<file path="src/sfm_defines.svh">
// Shared constants of the servo fault monitor: timing, limits, codes.
// Assumes a 40 MHz control clock; counts derive from the times below.
`ifndef SFM_DEFINES_SVH
`define SFM_DEFINES_SVH

// ============================================================
// Clock and measuring window
`define SFM_CLK_MHZ 40
`define SFM_WIN_NS 100000
`define SFM_WIN_CYC ((`SFM_WIN_NS * `SFM_CLK_MHZ) / 1000)
`define SFM_WIN_PER_S (1000000000 / `SFM_WIN_NS)

// ============================================================
// Command velocity limits
`define SFM_CMD_MAX_RPS 30
`define SFM_LIM_NUM 3
`define SFM_LIM_DEN 2
`define SFM_HOLD_NS 1000000
`define SFM_HOLD_WIN (`SFM_HOLD_NS / `SFM_WIN_NS)

// ============================================================
// Feedback output tolerance, percent of the highest output rate
`define SFM_FB_TOL_PCT 110

// ============================================================
// Commutation check
`define SFM_COMM_DEG 15
`define SFM_DEG_PER_REV 360
`define SFM_COMM_CHECK_NS 200000000
`define SFM_COMM_CHECK_CYC ((`SFM_COMM_CHECK_NS / 1000) * `SFM_CLK_MHZ)

// ============================================================
// Processor watchdog
`define SFM_WDT_NS 10000000
`define SFM_WDT_CYC ((`SFM_WDT_NS / 1000) * `SFM_CLK_MHZ)

// ============================================================
// Warning cause sub-codes, reset values, history depth and divider steps
`define SFM_SUB_CMD 2'h0
`define SFM_SUB_LIM 2'h1
`define SFM_SUB_FB 2'h2
`define SFM_VL_RST 16'h000A
`define SFM_HIST_DEPTH 8
`define SFM_DIV_STEPS 6'h20

`endif

</file>
<file path="src/sfm_pkg.sv">
// Types shared by the servo fault monitor modules.
// Needs sfm_defines.svh on the include path.
`include "sfm_defines.svh"
package sfm_pkg;
    typedef logic [47:0] sfm_wide_t;
    typedef logic [15:0] sfm_count_t;
    typedef enum logic [1:0] {
        CM_ARMED = 2'b00,
        CM_CHECK = 2'b01,
        CM_DONE = 2'b10
    } sfm_comm_e;
endpackage

</file>
<file path="src/sfm_rate_if.sv">
// Pulse rate link between the monitor and a rate meter.
// Pulses are one-cycle strobes in the ref_clk domain.
`timescale 1ns/1ps
`default_nettype none
interface sfm_rate_if;
    import sfm_pkg::*;
    logic pulse;
    logic tick;
    sfm_count_t count;
    modport meter (input pulse, output tick, output count);
    modport user (output pulse, input tick, input count);
endinterface
`default_nettype wire

</file>
<file path="src/sfm_rate_meter.sv">
// Counts pulses over a fixed window and publishes the total.
// Assumes at most one pulse per clock cycle.
`timescale 1ns/1ps
`default_nettype none
`include "sfm_defines.svh"
module sfm_rate_meter import sfm_pkg::*; #(
    parameter int WIN_CYC = `SFM_WIN_CYC
) (
    input wire logic clk,
    input wire logic rstSync_b,
    sfm_rate_if.meter rate
);
    typedef struct packed {
        logic [15:0] winCnt;
        sfm_count_t acc;
        sfm_count_t count;
        logic tick;
    } sfm_meter_s;

    sfm_meter_s q, d;
    logic winEnd;

    assign winEnd = (q.winCnt == 16'(WIN_CYC - 1));

    always_comb begin
        d = q;
        d.tick = winEnd;
        if (winEnd) begin
            d.winCnt = 16'h0000;
            d.count = q.acc + {15'h0000, rate.pulse};
            d.acc = 16'h0000;
        end else begin
            d.winCnt = q.winCnt + 16'h0001;
            // Saturate so a runaway input never wraps to a small rate
            if (rate.pulse && (q.acc != 16'hFFFF)) begin
                d.acc = q.acc + 16'h0001;
            end
        end
    end

    always_ff @(posedge clk or negedge rstSync_b) begin
        if (!rstSync_b) begin
            q <= '0;
        end else begin
            q <= d;
        end
    end

    assign rate.tick = q.tick;
    assign rate.count = q.count;
endmodule // sfm_rate_meter
`default_nettype wire

</file>
<file path="src/sfm_cpu_watchdog.sv">
// Watches the control processor heartbeat, a level it toggles.
// Fault is latched until the next power-on reset.
`timescale 1ns/1ps
`default_nettype none
`include "sfm_defines.svh"
module sfm_cpu_watchdog import sfm_pkg::*; #(
    parameter int TIMEOUT_CYC = `SFM_WDT_CYC
) (
    input wire logic clk,
    input wire logic rstSync_b,
    input wire logic heartbeat,
    output logic fault
);
    typedef struct packed {
        logic prevBeat;
        logic [31:0] idleCnt;
        logic fault;
    } sfm_wdt_s;

    sfm_wdt_s q, d;

    always_comb begin
        d = q;
        d.prevBeat = heartbeat;
        if (heartbeat != q.prevBeat) begin
            d.idleCnt = 32'h0000_0000;
        end else if (q.idleCnt >= 32'(TIMEOUT_CYC - 1)) begin
            d.fault = 1'b1;
        end else begin
            d.idleCnt = q.idleCnt + 32'h0000_0001;
        end
    end

    always_ff @(posedge clk or negedge rstSync_b) begin
        if (!rstSync_b) begin
            q <= '0;
        end else begin
            q <= d;
        end
    end

    assign fault = q.fault;
endmodule // sfm_cpu_watchdog
`default_nettype wire

</file>
<file path="src/servo_fault_monitor.sv">
// Fault monitor of a servo drive: commutation check, command and
// feedback warning with cause history, processor fault.
// Assumes all inputs synchronous to ref_clk; strobes last one cycle.
// Rate scaling assumes the default window; other lengths shift the limits.
// Commutation alarm and processor fault clear only at power-on reset.
//
// Contract
// - Commutation alarm if first activation moves >15 degrees
// - Warn on excessive command or abnormal feedback rate
// - Record warning cause sub-code in queryable history
// - Command velocity from pulses scaled by circular resolution
// - Feedback resolution write recomputes velocity limiter
// - Sub-code 0 when command exceeds 30 rev/s
// - Sub-code 1 above 1.5x limiter beyond 1 ms
// - Sub-code 2 when feedback output frequency out of tolerance
// - Actual velocity above limiter is a feedback fault
// - Clear input or clear command clears the warning
// - Processor fault alarm when control processor stalls
`timescale 1ns/1ps
`default_nettype none
`include "sfm_defines.svh"

module servo_fault_monitor import sfm_pkg::*; #(
    parameter int COMM_CHECK_CYC = `SFM_COMM_CHECK_CYC,
    parameter int WDT_CYC = `SFM_WDT_CYC,
    parameter int WIN_CYC = `SFM_WIN_CYC,
    parameter int DET_RES = 4096,
    parameter int FB_MAX_HZ = 1000000
) (
    input wire logic ref_clk,
    input wire logic rst_b,
    input wire logic servoOn,
    input wire logic [23:0] posCount,
    input wire logic cmdPulse,
    input wire logic fbOutPulse,
    input wire logic [23:0] circularResolution,
    input wire logic [23:0] feedbackResolution,
    input wire logic feedbackResolutionWrite,
    input wire logic alarmClearInput,
    input wire logic clearAlarmCommand,
    input wire logic alarmHistoryQuery,
    input wire logic [2:0] historyIndex,
    input wire logic cpuHeartbeat,
    output logic commutationAlarm,
    output logic commandFeedbackWarning,
    output logic [1:0] warningCause,
    output logic [15:0] velocityLimiter,
    output logic velocityLimiterBusy,
    output logic [1:0] historyCause,
    output logic historyHit,
    output logic historyValid,
    output logic processorFaultAlarm
);
    // ============================================================
    // Reset release
    logic [1:0] rstPipe_q;
    logic rstSync_b;

    always_ff @(posedge ref_clk or negedge rst_b) begin
        if (!rst_b) begin
            rstPipe_q <= 2'b00;
        end else begin
            rstPipe_q <= {rstPipe_q[0], 1'b1};
        end
    end
    assign rstSync_b = rstPipe_q[1];

    // ============================================================
    // Rate meters and watchdog
    // Both rates share one window length so their ticks line up
    sfm_rate_if cmdRate ();
    sfm_rate_if fbRate ();
    assign cmdRate.pulse = cmdPulse;
    assign fbRate.pulse = fbOutPulse;

    sfm_rate_meter #(.WIN_CYC(WIN_CYC)) uCmdMeter (
        .clk(ref_clk),
        .rstSync_b(rstSync_b),
        .rate(cmdRate)
    );

    sfm_rate_meter #(.WIN_CYC(WIN_CYC)) uFbMeter (
        .clk(ref_clk),
        .rstSync_b(rstSync_b),
        .rate(fbRate)
    );

    sfm_cpu_watchdog #(.TIMEOUT_CYC(WDT_CYC)) uWatchdog (
        .clk(ref_clk),
        .rstSync_b(rstSync_b),
        .heartbeat(cpuHeartbeat),
        .fault(processorFaultAlarm)
    );

    // ============================================================
    // State
    typedef struct packed {
        sfm_comm_e comm;
        logic [23:0] commStart;
        logic [31:0] commCnt;
        logic commAlarm;
        logic [23:0] prevPos;
        logic [15:0] vl;
        logic divBusy;
        logic [5:0] divCnt;
        logic [24:0] divRem;
        logic [31:0] divQuo;
        logic [23:0] frHeld;
        logic [3:0] holdCnt;
        logic warn;
        logic [1:0] cause;
        logic [`SFM_HIST_DEPTH-1:0][1:0] hist;
        logic [2:0] histPtr;
        logic [3:0] histFill;
        logic [1:0] histOut;
        logic histHit;
        logic histValid;
    } sfm_state_s;

    sfm_state_s q, d;

    // Absolute value of a wrapped 24-bit position difference
    function automatic logic [23:0] absDiff(input logic [23:0] a, input logic [23:0] b);
        logic [23:0] diff;
        diff = a - b;
        return diff[23] ? (24'h000000 - diff) : diff;
    endfunction

    // ============================================================
    // Velocity comparisons in per-second units, plus the commutation angle, cross-multiplied to avoid division
    sfm_wide_t cmdScaled, cmdMaxScaled, cmdLimScaled, vlCmdScaled;
    sfm_wide_t fbScaled, fbTolScaled, actScaled, vlActScaled;
    sfm_wide_t commScaled, commLimScaled;
    logic overCmdMax, overCmdLim, overFbTol, overActVel, overComm;

    // Command rev/s = count * windows-per-second / CR
    assign cmdScaled = sfm_wide_t'(cmdRate.count) * sfm_wide_t'(`SFM_WIN_PER_S);
    assign cmdMaxScaled = sfm_wide_t'(`SFM_CMD_MAX_RPS) * sfm_wide_t'(circularResolution);
    assign overCmdMax = cmdScaled > cmdMaxScaled;
    assign cmdLimScaled = cmdScaled * sfm_wide_t'(`SFM_LIM_DEN);
    assign vlCmdScaled = sfm_wide_t'(`SFM_LIM_NUM) * sfm_wide_t'(q.vl)
        * sfm_wide_t'(circularResolution);
    assign overCmdLim = cmdLimScaled > vlCmdScaled;

    assign fbScaled = sfm_wide_t'(fbRate.count) * sfm_wide_t'(`SFM_WIN_PER_S) * sfm_wide_t'(100);
    assign fbTolScaled = sfm_wide_t'(FB_MAX_HZ) * sfm_wide_t'(`SFM_FB_TOL_PCT);
    assign overFbTol = fbScaled > fbTolScaled;

    assign actScaled = sfm_wide_t'(absDiff(posCount, q.prevPos)) * sfm_wide_t'(`SFM_WIN_PER_S);
    assign vlActScaled = sfm_wide_t'(q.vl) * sfm_wide_t'(DET_RES);
    assign overActVel = actScaled > vlActScaled;

    assign commScaled = sfm_wide_t'(absDiff(posCount, q.commStart))
        * sfm_wide_t'(`SFM_DEG_PER_REV);
    assign commLimScaled = sfm_wide_t'(`SFM_COMM_DEG) * sfm_wide_t'(DET_RES);
    assign overComm = commScaled > commLimScaled;

    // ============================================================
    // Next state
    logic [24:0] divTrial;
    logic cmdEvt, limEvt, fbEvt, anyEvt, clearReq;
    logic [1:0] evtCause;

    assign divTrial = {q.divRem[23:0], q.divQuo[31]};
    assign cmdEvt = cmdRate.tick && overCmdMax;
    assign limEvt = cmdRate.tick && overCmdLim && (q.holdCnt >= 4'(`SFM_HOLD_WIN));
    assign fbEvt = fbRate.tick && (overFbTol || overActVel);
    assign anyEvt = cmdEvt || limEvt || fbEvt;
    assign clearReq = alarmClearInput || clearAlarmCommand;
    // Lowest sub-code wins when causes coincide
    assign evtCause = cmdEvt ? `SFM_SUB_CMD : (limEvt ? `SFM_SUB_LIM : `SFM_SUB_FB);

    always_comb begin
        d = q;
        d.histValid = 1'b0;

        // ============================================================
        // Commutation check, once per power cycle
        case (q.comm)
            CM_ARMED: begin
                if (servoOn) begin
                    d.comm = CM_CHECK;
                    d.commStart = posCount;
                    d.commCnt = 32'h0000_0000;
                end
            end
            CM_CHECK: begin
                // Motion after the servo drops is not charged to the drive
                if (overComm && servoOn) begin
                    d.commAlarm = 1'b1;
                end
                // Servo drop ends the check as well, so it never re-arms
                if (!servoOn || (q.commCnt >= 32'(COMM_CHECK_CYC - 1))) begin
                    d.comm = CM_DONE;
                end else begin
                    d.commCnt = q.commCnt + 32'h0000_0001;
                end
            end
            CM_DONE: begin
                d.comm = CM_DONE;
            end
            default: begin
                d.comm = CM_DONE;
            end
        endcase

        // ============================================================
        // Actual speed sampled once per feedback window
        if (fbRate.tick) begin
            d.prevPos = posCount;
        end

        // ============================================================
        // Limiter = highest feedback rate / feedback resolution
        if (feedbackResolutionWrite) begin
            d.frHeld = feedbackResolution;
            d.divBusy = 1'b1;
            d.divCnt = `SFM_DIV_STEPS;
            d.divRem = 25'h0000000;
            d.divQuo = 32'(FB_MAX_HZ);
        end else if (q.divBusy) begin
            if (divTrial >= {1'b0, q.frHeld}) begin
                d.divRem = divTrial - {1'b0, q.frHeld};
                d.divQuo = {q.divQuo[30:0], 1'b1};
            end else begin
                d.divRem = divTrial;
                d.divQuo = {q.divQuo[30:0], 1'b0};
            end
            d.divCnt = q.divCnt - 6'h01;
            if (q.divCnt == 6'h01) begin
                d.divBusy = 1'b0;
                // Saturate; zero resolution also lands here
                if ((q.frHeld == 24'h000000) || (d.divQuo[31:16] != 16'h0000)) begin
                    d.vl = 16'hFFFF;
                end else begin
                    d.vl = d.divQuo[15:0];
                end
            end
        end

        // ============================================================
        // Windows in a row above 1.5x limiter
        if (cmdRate.tick) begin
            if (!overCmdLim) begin
                d.holdCnt = 4'h0;
            end else if (q.holdCnt < 4'(`SFM_HOLD_WIN)) begin
                d.holdCnt = q.holdCnt + 4'h1;
            end
        end

        // ============================================================
        // Warning: a new event wins over a clear in the same cycle
        // A repeat of the standing cause is not logged, so history never floods
        if (clearReq) begin
            d.warn = 1'b0;
        end
        if (anyEvt) begin
            d.warn = 1'b1;
            d.cause = evtCause;
            if (!q.warn || (q.cause != evtCause)) begin
                d.hist[q.histPtr] = evtCause;
                d.histPtr = q.histPtr + 3'h1;
                if (q.histFill != 4'(`SFM_HIST_DEPTH)) begin
                    d.histFill = q.histFill + 4'h1;
                end
            end
        end

        // ============================================================
        // History query: index 0 is the newest entry
        if (alarmHistoryQuery) begin
            d.histValid = 1'b1;
            d.histHit = {1'b0, historyIndex} < q.histFill;
            d.histOut = q.hist[q.histPtr - 3'h1 - historyIndex];
        end
    end

    always_ff @(posedge ref_clk or negedge rstSync_b) begin
        if (!rstSync_b) begin
            q <= '0;
            q.comm <= CM_ARMED;
            q.vl <= `SFM_VL_RST;
        end else begin
            q <= d;
        end
    end

    // ============================================================
    // Outputs
    assign commutationAlarm = q.commAlarm;
    assign commandFeedbackWarning = q.warn;
    assign warningCause = q.cause;
    assign velocityLimiter = q.vl;
    assign velocityLimiterBusy = q.divBusy;
    assign historyCause = q.histOut;
    assign historyHit = q.histHit;
    assign historyValid = q.histValid;
endmodule // servo_fault_monitor
`default_nettype wire

</file>
<file path="config.mk">
export PLATFORM = sky130hd
export DESIGN_NAME = servo_fault_monitor
export DESIGN_NICKNAME = d
export VERILOG_FILES = /design/src/sfm_pkg.sv /design/src/sfm_rate_if.sv /design/src/sfm_rate_meter.sv /design/src/sfm_cpu_watchdog.sv /design/src/servo_fault_monitor.sv
export VERILOG_INCLUDE_DIRS = /design/src
export SDC_FILE = /design/constraint.sdc
export NUM_CORES = 2
export LEC_CHECK = 0
export BUFFER_PORTS_ARGS = -buffer_cell sky130_fd_sc_hd__buf_2
export CORE_UTILIZATION = 40
export DETAILED_ROUTE_END_ITERATION = 6
export PLACE_DENSITY_LB_ADDON = 0.2
export SYNTH_ARGS = -nofsm -noshare
export SYNTH_HDL_FRONTEND = slang
export SYNTH_SLANG_ARGS = --single-unit
export TNS_END_PERCENT = 5
</file>
<file path="constraint.sdc">
create_clock -name ref_clk -period 10.6 [get_ports ref_clk]
set_input_delay 1.06 -clock ref_clk [delete_from_list [all_inputs] [get_ports ref_clk]]
set_output_delay 1.06 -clock ref_clk [all_outputs]
set_load 0.02 [all_outputs]
</file>
* After elaboration in Yosys (flattened, before gate mapping) *
Cells that the tools add are included.

word-level totals
  word-level logic and storage cells = 164
  output and inout port bits = 26
  input bits = 85
  register bits = 354
  bits in writable memories = 0
  memories kept = 0
  bits in latches = 0
  bits in read-only memories = 0

cells by class
  reduce and logical (&&, ||, !) cells = 34
  bitwise logic cells = 2
  equal/unequal tests = 14
  shifts and indexed selects = 0
  magnitude comparators = 14
  multiply operators = 8
  div/mod/pow operators = 0
  add/subtract/negate cells = 19
  muxes and demuxes = 34

operators by type and width
  kind                                                                 count
  2-to-1 mux 57 bit                                                    3
  2-to-1 mux 32 bit                                                    5
  2-to-1 mux 64 bit                                                    2
  adder 16 x 1 -> 16 bit, second input constant                        4
  adder 32 x 1 -> 32 bit, second input constant                        2
  one-hot mux 32 bit (2 select lines)                                  1
  2-to-1 mux 58 bit                                                    1
  multiplier 16 x 10 -> 26 bit, second input constant                  2
  2-to-1 mux 16 bit                                                    3
  2-to-1 mux 24 bit                                                    2
  subtractor 1 x 24 -> 24 bit, first input constant                    2
  subtractor 24 bit                                                    2
  > comparator 31 x 42 -> 1 bit                                        1
  multiplier 18 x 24 -> 42 bit                                         1
  > comparator 38 x 28 -> 1 bit                                        1
  > comparator 37 x 27 -> 1 bit, second input constant                 1
  multiplier 24 x 10 -> 34 bit, second input constant                  1
  > comparator 33 x 16 -> 1 bit, second input constant                 1
  adder 16 x 1 -> 16 bit                                               2
  equality test 16 x 12 -> 1 bit, second input constant                2
  greater-or-equal comparator 32 x 19 -> 1 bit, second input constant  1
  greater-or-equal comparator 32 x 23 -> 1 bit, second input constant  1
  inequality test 16 bit, second input constant                        2
  multiplier 26 x 5 -> 31 bit, second input constant                   1
  other kinds (42)                                                     81

* Depth between registers and ports, before layout *
  word-level depth = 11
  mapped depth = 51
  gate-level depth less buffers = 49

* Hierarchy *
From an unflattened synthesis, not the netlist that was laid out.

second synthesis, totals
  cell total of the unflattened synthesis = 6,412
  area total of the unflattened synthesis = 55,095.3 um2

modules (own cells, without submodules)
  module               cells each  sequential area each (um2)  instances  area an instance (um2)
  servo_fault_monitor  5,699       5,557.8                     1          48,041.1
  sfm_rate_meter       279         1,226.2                     2          2,755.1
  sfm_cpu_watchdog     155         850.8                       1          1,544.0

* Worst setup path before layout *
OpenSTA, ideal clock, no wires.

  kind = reg-to-reg
  from = reg q (netlist bit velocityLimiter[0])
  to = reg with a tool-made name
  data arrival time = 11,109 ps
  stages on the path, launching flop included = 47
  period minus slack after synthesis = 11,234 ps
  path slack = -634 ps
  cells stage by stage = dfrtp_1 -> ha_1 -> inv_1 -> fa_1 -> nor2b_1 -> o21ai_0 -> a21boi_0 -> o21ai_0 -> a21boi_0 -> o21ai_0 -> a21boi_0 -> o21ai_0 -> a21oi_1 -> o21a_1 -> o311ai_0 -> clkbuf_1 -> nand2b_1 -> fa_1 -> [11 not listed] -> a31oi_1 -> a21oi_1 -> a21o_1 -> a21oi_1 -> xor2_1 -> ha_1 -> nand4_1 -> nor4_1 -> and3_1 -> a21oi_1 -> a221o_1 -> nor4b_2 -> and4b_1 -> a21boi_1 -> nand3b_4 -> buf_6 -> a2111oi_2 -> mux2_2

RTL lines
  what                line                        RTL
  start: declaration  servo_fault_monitor.sv:120  sfm_state_s q, d;

* Worst setup path in the final report *
  from = reg q (netlist bit velocityLimiter[1])
  to = reg q[5] in the netlist's numbering

between the ends
  longest elaborated chain between the ends = 10
  elaborated cells on any way between the ends = 15
  those cells by class = 2 x mul; 2 x order compare; 1 x eq/ne; 2 x mux; 8 x reduce/logical

RTL lines
  what                               line                        RTL
  multiplier 2 x 16 -> 18 bit        servo_fault_monitor.sv:141  assign vlCmdScaled = sfm_wide_t'(`SFM_LIM_NUM) * sfm_wide_t'(q.vl)
  multiplier 18 x 24 -> 42 bit       servo_fault_monitor.sv:141
  > comparator 31 x 42 -> 1 bit      servo_fault_monitor.sv:143  assign overCmdLim = cmdLimScaled > vlCmdScaled;
  logical AND 1 bit (2 in a row)     servo_fault_monitor.sv:166  assign limEvt = cmdRate.tick && overCmdLim && (q.holdCnt >= 4'(`SFM_HOLD_WIN));
  2-to-1 mux 2 bit (no line)         --
  2-to-1 mux 2 bit                   servo_fault_monitor.sv:171  assign evtCause = cmdEvt ? `SFM_SUB_CMD : (limEvt ? `SFM_SUB_LIM : `SFM_SUB_FB);
  inequality test 2 bit              servo_fault_monitor.sv:260  if (!q.warn || (q.cause != evtCause)) begin
  logical OR 1 bit                   servo_fault_monitor.sv:260
  AND reduction 3 bit (no line) (*)  --

Mark *: on every way between the ends. The rest lies on a longest branch, timed or not.
A chain may end at the register's enable or synchronous reset.

==> results.txt <==
The die is 372 um tall. The slowest stage of the critical path is the sky130_fd_sc_hd__dfstp_2 cell. The slew at the pin closest to its max-slew limit came out at 0.974 ns.

The number of antenna violations at the first check in global routing was 4; the peak clock frequency supported by timing was 0.0932 GHz. The number of global-route vias before repair is 44800, and the largest net degree at the start of global routing is 68. For this run the aggregate overflow at the end of global routing stands at 0. For this design, the CTS-stage hold fixing added 0 buffers. For this configuration, the core starts out at a cell density of 40.3%. The run gives 0.930 as the final weighted congestion in routability-driven placement.

The largest single stage delay on the critical path is 0.57 ns. The most used flip-flop cell after synthesis is sky130_fd_sc_hd__dfrtp_1. The mapped netlist covers 54700 sq um. The synthesized design contains 354 register bits. In this run the most used layer during global routing was met2. The CTS clock-pin slew for the worst setup and hold paths is 0.06 ns, and the x dimension of the die is 372 um. In the synthesized netlist the async set-or-reset flop fraction comes to 100%. The die footprint was 138000 sq um; the maximum fanout count along the critical path was 25. The later pin in the worst-skew pair is clocked with a latency of 0.60 ns. During I/O placement, the number of pins put on the boundary was 111. Cells with a size suffix above 1 make up 12.2% of the layout. The area of the core was 136000 sq um.

Counting distinct cell types in the post-synthesis netlist gives 101. The clock passes through at most 3 buffers. Max-cap violations in this run came to 0. In this run the mean area of a mapped cell was 8.54 sq um. Synthesis produced a netlist whose cell count is 6403. The minimum setup slack in the final design was -0.127 ns. The cell that appears most often on the critical path is sky130_fd_sc_hd__fa_1. The routed via count was 44200.

The tools report the met1 capacity usage during global routing as 27.9%. Clock skew on the completed layout was measured at 0.0335 ns. Max-slew violation count: 0. STA classifies the critical path startpoint as a flip-flop. For this run, design rule violations remaining after detail routing come to 0.

The number of iterations in the first detailed-routing pass is 5, and the worst path arrival time is 11.20 ns. The number of warning messages in the yosys log was 0; the placed cell area was 60100 sq um. The number of enable flip-flop cells after synthesis works out to 0.

The tools report the total wire length as 138 mm. The setup path with the least slack is of type flip-flop to flip-flop. Minimum period implied by the final worst setup slack: 10.73 ns.

Setup violations remaining at the end of the flow were counted as 22. For this design, the sink count on the clock tree is 354. The number of nets in the synthesized netlist was 7780; the normalized max-slew margin was 34.8%.

The worst setup path is captured at a flip-flop. Measured on the finished design, the core utilization comes to 46.0%. Once detail routing completed, the nets flagged for antenna violations numbered 0. Setup repair after global routing could not meet its margin everywhere. The final layout contains 8163 nets. Met3 routing resource usage after global routing: 2.46%. The checks that failed: setup timing. Iteration-0 DRC count of the detailed router: 2496. After legalization and detailed placement, the total HPWL measured 114 mm.

The run gives 2 as the number of H-tree branching levels. The flow ran to the end, but the final reports show violations. After detailed routing, the average wire length per cell comes to 16.1 um. Count of input and output buffers: 110. In this run the worst hold path is classified as primary input to async pin. After floorplanning, the core was divided into 135 placement rows. CTS placed an instance of sky130_fd_sc_hd__clkbuf_16 at the clock tree root. For the sequential fraction of the synthesis area, the log shows 16.2%. Once layout is done, the placed cells without fillers occupy 62300 sq um. The tools report the total clock buffers created by CTS as 41. The tools report the global router's overall resource usage as 20.4%. In the global route stage, met2 resource usage came out at 33.9%.

The aggregate negative setup slack was -1.82 ns; the ratio of routed vias to standard cells was 5.14. The number of failing hold endpoints at the final stage was 0; the global-route wire length before repair was 232 mm. For the worst setup path, the data required time is 11.08 ns.

The area growth from synthesis to final layout was 13.9%. The share of the cycle needed by the critical path after routing came out at 101%. TritonCTS built the clock tree.
## flip-flops by register name, summed over array words and instances, names as in the netlist, 2 cells and up, named ones only
signal	cells
q	154
uWatchdog.q	33
uCmdMeter.q	32
uFbMeter.q	32
divTrial	25
uCmdMeter.rate.count	16
uFbMeter.rate.count	16
velocityLimiter	16
historyCause	2
rstPipe_q	2
warningCause	2
## final timing paths
path | from | endpoint | slack (ns) | depth (start not counted)
worst min register to register | rstPipe_q[1] | uFbMeter.q[36] | 0.34 | 0
worst max register to register | velocityLimiter[1] | q[5] | -0.13 | 42
worst min-delay path | rst_b | rstPipe_q[1] | 0.26 | 1
worst max-delay path | velocityLimiter[1] | q[5] | -0.13 | 42
min in group ref_clk | rstPipe_q[0] | rstPipe_q[1] | 0.35 | 0
max in group asynchronous | rstPipe_q[1] | velocityLimiterBusy | 8.14 | 2
## logic make-up (layout without fill, tap and decap cells)
| logic type | count (synthesis) | after routing | synth area share, % |
|---|---|---|---|
| AOI/OAI and AO/OA | 1087 | 1087 | 13.0 |
| and+or+nand+nor | 1814 | 1815 | 15.7 |
| muxes | 84 | 84 | 1.69 |
| DFF | 354 | 354 | 16.2 |
| other | 1 | 3 | 0.00685 |
| buffers and inverters | 1405 | 1818 | 9.83 |
| xor gates and xnor gates | 366 | 366 | 5.86 |
| adders and majority gates | 1292 | 1292 | 37.7 |
## layout make-up
class                   count  area [sq um]
clock inverters            24           368
well taps                1781          2230
clock buffers              50          1100
inverters                1172          4400
fillers                 13400         73300
multi-input cells        4645         41200
repair buffers            572          4210
flip-flops and latches    354          8870
diodes                      2          5.00
## Yosys cell counts (all sizes together) (159+ instances only)
cell type | instances | area share (%)
dfrtp | 352 | 16
nor2 | 356 | 2.4
o21ai | 277 | 2.5
fa | 594 | 22
nand3 | 159 | 1.5
a21oi | 293 | 2.7
clkbuf | 188 | 1.3
nand2 | 675 | 4.6
ha | 698 | 16
xor2 | 173 | 2.8
inv | 1171 | 8.0
xnor2 | 193 | 3.1
## critical path, delay by kind of cell (launching register included)
kind	cells	cell delay [ns]
adders and majority gates	9	4.02
DFF	1	0.57
xor gates and xnor gates	1	0.11
muxes	1	0.32
and+or+nand+nor	6	1.39
AOI/OAI and AO/OA	18	3.17
buffers and inverters	7	0.99
## stage by stage
stage / hold slack (ns) / instances / setup slack, ns
2_1_floorplan: 0.331 / 6403 / -0.0513
3_3_place_gp: 0.336 / 8504 / -0.834
3_5_place_dp: 0.340 / 8504 / -0.960
4_1_cts: 0.204 / 8595 / -0.182
5_1_grt: 0.225 / 8600 / -0.623
6_report: 0.256 / 8600 / -0.127
## layer usage
metal  wire [um]  vias up
met5          12        -
met4        3810        2
met3        5880      164
met2       64000      715
met1       64700    21500
li1            -    21800
## layout by cell type (no fill, tap or decap), drive strengths merged, types with 38 or more instances in the layout
master and count:
nor2b 65, ha 698, nand2 675, or3 44, and2 107, buf 572, nand3 159, xnor2 193
a21o 75, xor2 173, o21ai 277, o21a 42, nor4 38, fa 594, a21oi 293, a31oi 42
nand4 60, dfrtp 352, nor2 356, nand2b 78, and3 43, clkbuf 50, nor3 103, inv 1173
mux2i 53
## what timing repair did
| action | in CTS | in global routing |
|---|---|---|
| gates cloned | 3 | 0 |
| gates resized for setup | 88 | 54 |
| setup buffers | 14 | 3 |
| pin swaps | 58 | 15 |
| setup endpoints to repair | 30 | 30 |
Power is left out: the tool's default activity adds up to more than one toggle a clock period on the data nets, which glitch-free logic cannot reach.
